--- src/dshbp_pkg.sv ---
/*
 Constants for the host-side controller of the dual-style parallel port.
 Assumes a 50 MHz clock and a device that acknowledges each cycle.
*/
package dshbp_pkg;
   localparam int ADDR_W      = 9;
   localparam int DATA_W      = 8;
   localparam int CLK_MHZ     = 50;
   localparam int SETUP_NS    = 40;
   localparam int SETUP_CYC   = (SETUP_NS * CLK_MHZ + 999) / 1000;
   localparam int ACK_TO_NS   = 2000;
   localparam int ACK_TO_CYC  = (ACK_TO_NS * CLK_MHZ) / 1000;
   localparam int CNT_W       = 8;
   localparam logic BUS_SEPARATE = 1'b0;
   localparam logic BUS_MUXED    = 1'b1;
endpackage : dshbp_pkg

--- src/dshbp_host.sv ---
/*
 Host controller that drives the framer's parallel port in either bus style.
 Assumes the strap level is stable and matches the device's strap pin.
*/
// Operation
// Separate style: data-only bus, 9-bit address, data strobe, read high.
// Muxed style: shared address/data, low read strobe, low write strobe.
// Muxed style: top address bit still on its own pin.
// Muxed style: address held on bus before latch strobe falls.
// Chip select low opens a cycle; high ends it and frees bus.
// Device pulls interrupt low while any request is pending.
// Device pulls acknowledge low during transfer cycle.
// Device reset returns all port registers to defaults.
// Device releases acknowledge once strobe or chip select ends.
module dshbp_host #(
   parameter int ACK_TIMEOUT = dshbp_pkg::ACK_TO_CYC
) (
   // Clock and reset
   input  wire logic       CLK,
   input  wire logic       RST_N,
   // User request
   input  wire logic       REQ_VALID,
   output logic            REQ_READY,
   input  wire logic       REQ_WRITE,
   input  wire logic [8:0] REQ_ADDR,
   input  wire logic [7:0] REQ_WDATA,
   output logic            RSP_VALID,
   output logic [7:0]      RSP_RDATA,
   output logic            RSP_TIMEOUT,
   output logic            IRQ,
   // Strap and device reset
   input  wire logic       BUS_STYLE_SELECT,
   output logic            DEV_RESET_N,
   input  wire logic       DEV_RESET_REQ,
   // Device pins
   output logic [8:0]      ADDR,
   input  wire logic [7:0] AD_I,
   output logic [7:0]      AD_O,
   output logic            AD_OE,
   output logic            ALE,
   output logic            CS_N,
   output logic            DATA_OR_READ_STROBE_N,
   output logic            RW_OR_WRITE_STROBE_N,
   input  wire logic       TRANSFER_ACK_N,
   input  wire logic       IRQ_N
);
   if (ACK_TIMEOUT < 2 || ACK_TIMEOUT > 255) begin : g_bad_timeout
      $error("ACK_TIMEOUT out of range");
   end

   typedef enum {ST_IDLE, ST_ALE, ST_SETUP, ST_WAIT, ST_HOLD} dshbp_st_t;
   dshbp_st_t st;
   dshbp_st_t next_st;

   logic [7:0] cnt;
   logic [7:0] next_cnt;
   logic       wr;
   logic       next_wr;
   logic       next_ale;
   logic       next_cs_n;
   logic       next_ds_n;
   logic       next_rw_n;
   logic       next_ad_oe;
   logic [7:0] next_ad_o;
   logic [8:0] next_addr;
   logic       next_rsp_valid;
   logic       next_rsp_timeout;
   logic [7:0] next_rsp_rdata;
   logic       ack_n_s;
   logic       irq_n_s;
   logic       muxed;

   dshbp_sync #(.INIT(1'b1)) u_ack (
      .CLK  (CLK),
      .RST_N(RST_N),
      .d    (TRANSFER_ACK_N),
      .q    (ack_n_s)
   );
   dshbp_sync #(.INIT(1'b1)) u_irq (
      .CLK  (CLK),
      .RST_N(RST_N),
      .d    (IRQ_N),
      .q    (irq_n_s)
   );

   assign muxed = (BUS_STYLE_SELECT == dshbp_pkg::BUS_MUXED);
   assign REQ_READY = (st == ST_IDLE) && ack_n_s;
   assign IRQ = !irq_n_s;
   assign DEV_RESET_N = !DEV_RESET_REQ;

   always_comb begin
      next_st = st;
      next_cnt = cnt;
      next_wr = wr;
      next_ale = ALE;
      next_cs_n = CS_N;
      next_ds_n = DATA_OR_READ_STROBE_N;
      next_rw_n = RW_OR_WRITE_STROBE_N;
      next_ad_oe = AD_OE;
      next_ad_o = AD_O;
      next_addr = ADDR;
      next_rsp_valid = 1'b0;
      next_rsp_timeout = RSP_TIMEOUT;
      next_rsp_rdata = RSP_RDATA;
      unique case (st)
         ST_IDLE: begin
            if (REQ_VALID && REQ_READY) begin
               next_wr = REQ_WRITE;
               next_addr = REQ_ADDR;
               next_cnt = 8'(dshbp_pkg::SETUP_CYC);
               next_rsp_timeout = 1'b0;
               if (muxed) begin
                  next_ad_o = REQ_ADDR[7:0];
                  next_ad_oe = 1'b1;
                  next_ale = 1'b1;
                  next_st = ST_ALE;
               end else begin
                  next_ad_o = REQ_WDATA;
                  next_ad_oe = REQ_WRITE;
                  next_rw_n = !REQ_WRITE;
                  next_cs_n = 1'b0;
                  next_st = ST_SETUP;
               end
            end
         end
         ST_ALE: begin
            if (cnt > 8'h01) begin
               next_cnt = cnt - 8'h01;
            end else begin
               next_ale = 1'b0;
               next_cnt = 8'(dshbp_pkg::SETUP_CYC);
               next_cs_n = 1'b0;
               next_st = ST_SETUP;
            end
         end
         ST_SETUP: begin
            if (muxed && cnt == 8'(dshbp_pkg::SETUP_CYC)) begin
               next_ad_o = REQ_WDATA;
            end
            if (cnt > 8'h01) begin
               next_cnt = cnt - 8'h01;
            end else begin
               if (muxed) begin
                  next_ad_oe = wr;
                  next_ds_n = wr;
                  next_rw_n = !wr;
               end else begin
                  next_ds_n = 1'b0;
               end
               next_cnt = 8'(ACK_TIMEOUT);
               next_st = ST_WAIT;
            end
         end
         ST_WAIT: begin
            if (!ack_n_s || cnt == 8'h00) begin
               next_rsp_timeout = ack_n_s;
               next_rsp_rdata = wr ? RSP_RDATA : AD_I;
               next_rsp_valid = 1'b1;
               next_ds_n = 1'b1;
               next_rw_n = 1'b1;
               next_cs_n = 1'b1;
               next_ad_oe = 1'b0;
               next_st = ST_HOLD;
            end else begin
               next_cnt = cnt - 8'h01;
            end
         end
         ST_HOLD: begin
            if (ack_n_s) begin
               next_st = ST_IDLE;
            end
         end
      endcase
   end

   always_ff @(posedge CLK) begin
      if (!RST_N) begin
         st <= ST_IDLE;
         cnt <= 8'h00;
         wr <= 1'b0;
         ALE <= 1'b0;
         CS_N <= 1'b1;
         DATA_OR_READ_STROBE_N <= 1'b1;
         RW_OR_WRITE_STROBE_N <= 1'b1;
         AD_OE <= 1'b0;
         AD_O <= 8'h00;
         ADDR <= 9'h000;
         RSP_VALID <= 1'b0;
         RSP_TIMEOUT <= 1'b0;
         RSP_RDATA <= 8'h00;
      end else begin
         st <= next_st;
         cnt <= next_cnt;
         wr <= next_wr;
         ALE <= next_ale;
         CS_N <= next_cs_n;
         DATA_OR_READ_STROBE_N <= next_ds_n;
         RW_OR_WRITE_STROBE_N <= next_rw_n;
         AD_OE <= next_ad_oe;
         AD_O <= next_ad_o;
         ADDR <= next_addr;
         RSP_VALID <= next_rsp_valid;
         RSP_TIMEOUT <= next_rsp_timeout;
         RSP_RDATA <= next_rsp_rdata;
      end
   end

   chk_cs_frees_bus: assert property (@(posedge CLK) disable iff (!RST_N)
      CS_N |-> !AD_OE || st == ST_ALE || st == ST_SETUP)
      else $error("bus driven outside a cycle");
   chk_ale_before_cs: assert property (@(posedge CLK) disable iff (!RST_N)
      $fell(CS_N) && muxed |-> $past(ALE, 1) || $past(ALE, 2))
      else $error("muxed cycle without address latch");
   chk_muxed_rd_strobe: assert property (@(posedge CLK) disable iff (!RST_N)
      muxed && !DATA_OR_READ_STROBE_N |-> !CS_N && !wr && !AD_OE)
      else $error("read strobe misuse");
   chk_sep_direction: assert property (@(posedge CLK) disable iff (!RST_N)
      !muxed && !CS_N |-> RW_OR_WRITE_STROBE_N == !wr)
      else $error("direction line wrong");
   chk_addr_top_bit: assert property (@(posedge CLK) disable iff (!RST_N)
      REQ_VALID && REQ_READY |=> ADDR == $past(REQ_ADDR))
      else $error("address pins wrong");
   chk_muxed_addr_latch: assert property (@(posedge CLK) disable iff (!RST_N)
      muxed && $fell(ALE) |-> AD_OE && AD_O == ADDR[7:0])
      else $error("address not on bus at latch");
   chk_ack_ends: assert property (@(posedge CLK) disable iff (!RST_N)
      st == ST_WAIT && !ack_n_s |=> CS_N && RSP_VALID)
      else $error("acknowledge did not end cycle");
   chk_hold_release: assert property (@(posedge CLK) disable iff (!RST_N)
      st == ST_HOLD && ack_n_s |=> st == ST_IDLE)
      else $error("hold not left on release");
   chk_irq_follow: assert property (@(posedge CLK) disable iff (!RST_N)
      !IRQ_N [*4] |=> IRQ)
      else $error("interrupt not followed");
   chk_irq_release: assert property (@(posedge CLK) disable iff (!RST_N)
      IRQ_N [*4] |=> !IRQ)
      else $error("interrupt not released");
   chk_dev_reset: assert property (@(posedge CLK) disable iff (!RST_N)
      DEV_RESET_REQ |-> !DEV_RESET_N)
      else $error("device reset not driven");
   cov_read: cover property (@(posedge CLK) RSP_VALID && !wr && !RSP_TIMEOUT);
   cov_write: cover property (@(posedge CLK) RSP_VALID && wr);
   cov_timeout: cover property (@(posedge CLK) RSP_VALID && RSP_TIMEOUT);
endmodule : dshbp_host

--- src/dshbp_sync.sv ---
/*
 Three-stage synchroniser; a change counts once stages two and three agree.
 Assumes the input comes from outside the clock domain.
*/
module dshbp_sync #(
   parameter logic INIT = 1'b1
) (
   input  wire logic CLK,
   input  wire logic RST_N,
   input  wire logic d,
   output logic      q
);
   logic [2:0] s;
   logic [2:0] next_s;
   logic       next_q;

   always_comb begin
      next_s = {s[1:0], d};
      next_q = (s[1] == s[2]) ? s[2] : q;
   end

   always_ff @(posedge CLK) begin
      if (!RST_N) begin
         s <= {3{INIT}};
         q <= INIT;
      end else begin
         s <= next_s;
         q <= next_q;
      end
   end
endmodule : dshbp_sync

--- config.mk ---
export PLATFORM = sky130hd
export DESIGN_NAME = dshbp_host
export DESIGN_NICKNAME = d
export VERILOG_FILES = /design/src/dshbp_pkg.sv /design/src/dshbp_host.sv /design/src/dshbp_sync.sv
export SDC_FILE = /design/constraint.sdc
export NUM_CORES = 1
export LEC_CHECK = 0
export ABC_CLOCK_PERIOD_IN_PS = 2000
export CAP_MARGIN = 20
export CELL_PAD_IN_SITES_DETAIL_PLACEMENT = 1
export CELL_PAD_IN_SITES_GLOBAL_PLACEMENT = 1
export CORE_MARGIN = 3
export CORE_UTILIZATION = 40
export CTS_CLUSTER_DIAMETER = 60
export DETAILED_ROUTE_END_ITERATION = 10
export DONT_BUFFER_PORTS = 1
export PLACE_DENSITY = 0.76
export SLEW_MARGIN = 20
export SYNTH_ARGS = -nofsm -noshare
export SYNTH_HDL_FRONTEND = slang
export SYNTH_SLANG_ARGS = --single-unit
--- constraint.sdc ---
create_clock -name CLK -period 2 [get_ports CLK]
set_input_delay 0.3 -clock CLK [delete_from_list [all_inputs] [get_ports CLK]]
set_output_delay 0.3 -clock CLK [all_outputs]
set_load 0.02 [all_outputs]
==> results of run 1 <==
worst min-delay path by stage:
stage / from / end / slack [ns] / cells after the start
floorplan: u_ack.s[0] / u_ack.s[1] / 0.39 / 1
global placement: RST_N / u_ack.s[0] / 0.38 / 1
detailed placement: RST_N / u_ack.s[0] / 0.38 / 1
CTS: RST_N / u_ack.s[0] / 0.05 / 1
global route: RST_N / u_irq.s[1] / 0.05 / 1
finish: RST_N / u_ack.s[0] / 0.06 / 1
sequential cells by signal, summed over array words and instances (netlist names), 3 cells and up:
signal and flops:
cnt 8, AD_O 8, u_ack.s 3, st 3, u_irq.s 3, RSP_RDATA 8
ADDR 9
report_power, final:
| part | internal [mW] | switching, mW | total, mW |
|---|---|---|---|
| Clock | 0.379 | 0.365 | 0.744 |
| Sequential | 1.28 | 0.387 | 1.66 |
| Combinational | 1.46 | 1.73 | 3.19 |
per-stage QoR:
step            util  setup TNS (ns)  hold slack (ns)  setup WS, ns  area, sq um
2_1_floorplan      -               0            0.386        0.0145         2560
3_3_place_gp   0.459               0            0.377        0.0659         2780
3_5_place_dp   0.459          -0.133            0.380       -0.0338         2780
4_1_cts        0.484               0           0.0527       0.00376         2930
5_1_grt        0.489               0           0.0506       0.00127         2960
6_report       0.489               0           0.0647         0.101         2960
Yosys cell counts (3+ instances only):
master | number | area (sq um)
nand3_1 | 23 | 115
a311oi_1 | 7 | 61.3
o21ai_0 | 11 | 55.1
dfxtp_1 | 52 | 1040
inv_1 | 8 | 30.0
a21oi_1 | 20 | 100
nor3_1 | 6 | 30.0
nor2_1 | 32 | 120
mux2i_1 | 10 | 100
buf_2 | 4 | 20.0
ha_1 | 3 | 37.5
nand2b_1 | 11 | 68.8
o22ai_1 | 4 | 25.0
clkbuf_1 | 15 | 56.3
nand2_1 | 34 | 128
nand4_1 | 3 | 18.8
kinds of logic after synthesis:
kind of cell               after synthesis
buffers and inverters                   30
adders and majority gates                4
xor gates and xnor gates                 1
DFF                                     52
AOI/OAI and AO/OA                       77
and+or+nand+nor                        125
muxes                                   12
layer usage:
| metal | up-vias | GRT usage |
|---|---|---|
| met4 | 0 | 0.0590 |
| met5 | - | 0 |
| li1 | 1114 | - |
| met3 | 13 | 0.0471 |
| met2 | 53 | 0.328 |
| met1 | 1118 | 0.267 |
critical path: cells and delay by family, from the launching register on:
kind	cells	cell delay (ns)
AOI/OAI and AO/OA	2	0.66
adders and majority gates	1	0.15
buffers and inverters	2	0.26
DFF	1	0.35
and+or+nand+nor	3	0.37
area by class of cell:
type	instances	area, sq um
sequential	52	1040
multi-input combinational	219	1430
clock buffer	6	72.6
timing repair buffer	32	253
fill	737	3100
tap	75	93.8
clock inverter	2	38.8
inverter	9	33.8
timing repair:
| action | in CTS | in global routing |
|---|---|---|
| gates resized for setup | 5 | 4 |
| setup buffers | 3 | 2 |
| setup endpoints to repair | 6 | 13 |
| pin swaps | 1 | 4 |
==> results.yml, run 1 <==
final_layout:
  layout_common_cells: "dfxtp_1 (50), nand2_1 (34), nor2_1 (31), buf_4 (31), nand3_1 (23)"
  final_common_cell: "dfxtp_1"
  instances_no_fill: 395
  syn2layout_area_growth_pct: 15.9
  final_nets: 355
  drive_gt1_frac: 0.209
  diodes: 0
route:
  drt-total-wl_um: 7440
  drc_errors: 0
  wl_met3_um: 332
  vias_per_cell: 5.82
  met1_length_um: 3360
  drt-initial-drc-count: 96
  vias: 2298
  highest_layer: "met4"
  postRouteAntennaNets: 0
  post_drt_wl_per_cell_um: 18.8
  dr_wl_met2_um: 3620
  drt_first_pass_iters: 4
worst_setup_path:
  cp-start-kind: "flop"
  worstSetupPathType: "flop to flop"
  crit_path_end: "cnt[7]"
  worstReg2RegEnd: "cnt[7]"
  r2r_setup_slack_ns: 0.10
  end_kind: "flop"
  startpoint: "cnt[0]"
  critPathMaxStageDelay_ns: 0.42
  cp_cell_sequence: "inv_2 > ha_4 > nor3b_4 > and2_4 > a2111oi_4 > buf_4 > nand2_1 > a32o_1"
  crit_fanout: 4
  worst-r2r-cell-count: 8
  worstPathArrival_ns: 2.10
  worstPathRequired_ns: 2.20
  reg2reg_from: "cnt[0]"
  cp_slowest_cell: "a2111oi_4"
logic_synthesis:
  synth_fp_nets: 337
  synth_top_family_by_area: "simple AND/OR/NAND/NOR gates"
  ys_warn_count: 0
  synthCells: 301
  synthSimpleGateAreaFrac: 0.246
  synth_seq_cells: 52
  synth_edf_count: 0
  synthAdderAreaFrac: 0.0186
  synthXorXnorAreaFrac: 0.00342
  synth_area_sq_um: 2560
  syn_area_per_cell_sq_um: 8.50
  yosysUniqueCellTypes: 64
  synth_compound_area_frac: 0.227
  ys_seq_area_frac: 0.407
  ys_async_sr_fraction: 0
  yosys-mux-area-fraction: 0.0479
  ys.flop_type: "dfxtp_1"
run:
  maxCapViolCount: 0
pwr:
  p_per_area_nw_per_um2: 1890
  power_mw: 5.60
  ir_worst_vdd_mv: 0.743
  p_leak_nw: 1.13
sta:
  max-slew-margin-rel: 0.721
  worstMarginPinSlew_ns: 0.419
  layout_min_cycle_time_ns: 1.90
  final.period_utilization: 0.950
  finalHoldViolations: 0
  rsz0062_at_grt: "false"
  finalClockSkew_ns: 0.00851
  fmax_ghz: 0.526
  setup_viol: 0
  drv_slew: 0
clock_network:
  cts_tree: "built"
  cts_max_level: 2
  holdBufCountCts: 0
  clock_latency_ns: 0.31
  clock_path_buffers: 2
  clk_transition_reported_paths_ns: 0.10
  cts-root-buf: "clkbuf_8"
  cts.sinks: 52
  cts_inserted_buffers: 5
placed_design:
  dp_hpwl_um: 5640
  dp.cells: 382
  port_buffers: 0
  place_congestion: 0.919
floorplan:
  io-pin-count: 68
  core_area_sq_um: 6060
  die_y_um: 86.0
  fp.dieW_um: 86.0
  fp-row-count: 28
  initial_utilization: 0.422
  die-area_sq_um: 7390
grt:
  grt.total_usage: 0.202
  grt-ovfl-total: 0
  grt_pass1_vias: 2389
  grt_max_degree: 34
  antenna_found_initial: 0
  grt_pass1_wl_um: 12100
hold_path:
  hp-class: "input port to flop"
outcome:
  outcome: "finished clean"
Power figures use the tool's default switching activity.
==> run 2: changes to the inputs <==
--- a/config.mk
+++ b/config.mk
@@ -7,14 +7,12 @@
 export LEC_CHECK = 0
 export ABC_CLOCK_PERIOD_IN_PS = 2000
 export CAP_MARGIN = 20
-export CELL_PAD_IN_SITES_DETAIL_PLACEMENT = 1
-export CELL_PAD_IN_SITES_GLOBAL_PLACEMENT = 1
 export CORE_MARGIN = 3
 export CORE_UTILIZATION = 40
 export CTS_CLUSTER_DIAMETER = 60
 export DETAILED_ROUTE_END_ITERATION = 10
 export DONT_BUFFER_PORTS = 1
-export PLACE_DENSITY = 0.76
+export PLACE_DENSITY = 0.6
 export SLEW_MARGIN = 20
 export SYNTH_ARGS = -nofsm -noshare
 export SYNTH_HDL_FRONTEND = slang
==> run 2 against run 1 <==
Against the previous run:
- sequential cell count did not move
- global-route usage fell by 2.9 points
- setup slack got worse by 0.045 ns
- die area did not move
- total power fell by 4.8%
- first-iteration DRC count rose by 92%
- critical path depth did not move
- via count fell by 2.0%
- clock skew fell by 0.0023 ns
- combinational power fell by 4%
- non-clock buffer count fell by 5
- critical endpoint unchanged
==> results.yml, run 2 (synthesized netlist as in run 1, its figures left out) <==
route:
  drt_first_pass_iters: 4
  post_drt_wl_per_cell_um: 16.7
  vias_per_cell: 5.77
  drt-total-wl_um: 6520
  drt-initial-drc-count: 184
  drc_errors: 0
  postRouteAntennaNets: 0
  vias: 2251
floorplan:
  die-area_sq_um: 7390
  fp-row-count: 28
  initial_utilization: 0.422
  die_y_um: 86.0
  core_area_sq_um: 6060
  io-pin-count: 68
  fp.dieW_um: 86.0
worst_setup_path:
  cp_slowest_cell: "a2111oi_4"
  worstSetupPathType: "flop to flop"
  crit_fanout: 4
  cp-start-kind: "flop"
  crit_family: "compound AO/OA/AOI/OAI gates"
  worstPathArrival_ns: 2.15
  critPathMaxStageDelay_ns: 0.45
  cp.buffers_inverters: 2
  worstPathRequired_ns: 2.20
  cp_cell_sequence: "inv_2 > ha_4 > nor3b_4 > and2_4 > a2111oi_4 > buf_4 > nand2_1 > a32o_1"
  end_kind: "flop"
pwr:
  power_mw: 5.33
  p_leak_nw: 1.10
  ir_worst_vdd_mv: 0.657
  p_per_area_nw_per_um2: 1810
clock_network:
  cts-root-buf: "clkbuf_8"
  cts_inserted_buffers: 5
  clock_path_buffers: 2
  holdBufCountCts: 0
  clk_transition_reported_paths_ns: 0.10
  cts_max_level: 2
  cts.sinks: 52
  clock_latency_ns: 0.30
  cts_tree: "built"
sta:
  worstMarginPinSlew_ns: 0.381
  setup_viol: 0
  finalClockSkew_ns: 0.00620
  finalHoldViolations: 0
  layout_min_cycle_time_ns: 1.94
  fmax_ghz: 0.514
  drv_slew: 0
  final.period_utilization: 0.972
  max-slew-margin-rel: 0.744
final_layout:
  fin_area_sq_um: 2940
  final_util: 0.485
  final_nets: 350
  diodes: 0
  drive_gt1_frac: 0.203
  layout_common_cells: "dfxtp_1 (50), nand2_1 (34), nor2_1 (31), buf_4 (24), nand3_1 (22)"
  final_common_cell: "dfxtp_1"
  regMostFlops: "ADDR"
  nFillCells: 577
  largest_register_ffs: 9
  instances_no_fill: 390
  syn2layout_area_growth_pct: 14.9
grt:
  grt-ovfl-total: 0
  grt_max_degree: 25
  antenna_found_initial: 0
  grt_pass1_wl_um: 10300
  grt.total_usage: 0.173
  grt_pass1_vias: 2081
placed_design:
  dp_hpwl_um: 4770
  port_buffers: 0
  dp.cells: 379
  placed_area_sq_um: 2770
  place_congestion: 0.898
outcome:
  outcome: "finished clean"
hold_path:
  hp-class: "input port to flop"
run:
  maxCapViolCount: 0
-- run 2: changes by cell type in the layout (fill, tap and decap cells not counted), sizes merged --
cell / change
buf: -5
bufinv: -1
clkbuf: -1
clkinv: +1
clkinvlp: +1
-- run 2: per-stage QoR --
step	setup TNS [ns]	setup slack, ns	hold slack [ns]
finish	0	0.0560	0.0619
global route	-0.0193	-0.0188	0.0496
CTS	0	0.0189	0.0537
detailed placement	0	0.0209	0.380
global placement	0	0.0841	0.377
floorplan	0	0.0145	0.386
-- run 2: cell type report --
| type | instances | area, sq um | share of cell area |
|---|---|---|---|
| clock buffer | 5 | 68.8 | 0.0234 |
| clock inverter | 3 | 21.3 | 0.00724 |
| inverter | 9 | 33.8 | 0.0115 |
| multi-input combinational | 219 | 1440 | 0.489 |
| sequential | 52 | 1040 | 0.355 |
| tap | 75 | 93.8 | 0.0319 |
| timing repair buffer | 27 | 240 | 0.0817 |
-- run 2: routing by layer --
| metal | wire length (um) | vias to the layer above | track usage |
|---|---|---|---|
| met3 | 446 | 5 | 0.0509 |
| met1 | 2970 | 1070 | 0.233 |
| met4 | 48 | 0 | 0.0532 |
| met5 | 0 | - | 0 |
| met2 | 3060 | 70 | 0.266 |
| li1 | - | 1106 | - |
-- run 2: worst register-to-register path, cell delays in order, from the launching register on --
cell and delay (ns):
dfxtp_2 0.35, inv_2 0.05, ha_4 0.16, nor3b_4 0.16
and2_4 0.19, a2111oi_4 0.45, buf_4 0.21, nand2_1 0.05
a32o_1 0.23
-- run 2: final timing paths --
| path | from | end | slack [ns] | depth (start not counted) |
|---|---|---|---|---|
| max reg2reg | cnt[1] | cnt[7] | 0.06 | 8 |
| min | RST_N | u_irq.s[0] | 0.06 | 1 |
| min reg2reg | u_irq.s[0] | u_irq.s[1] | 0.42 | 1 |
| max | cnt[1] | cnt[7] | 0.06 | 8 |
-- run 2: timing repair --
action | 4_1_cts | 5_1_grt
resized for setup | 1 | 10
setup endpoints to repair | 2 | 13
buffers inserted | 0 | 3
pin swaps | 0 | 4
hold endpoints to repair | 0 | 0
-- run 2: power by group --
part	internal, mW	switching (mW)	leakage (nW)
logic	1.43	1.61	0.634
clock network	0.249	0.365	0.0445
registers	1.28	0.396	0.427
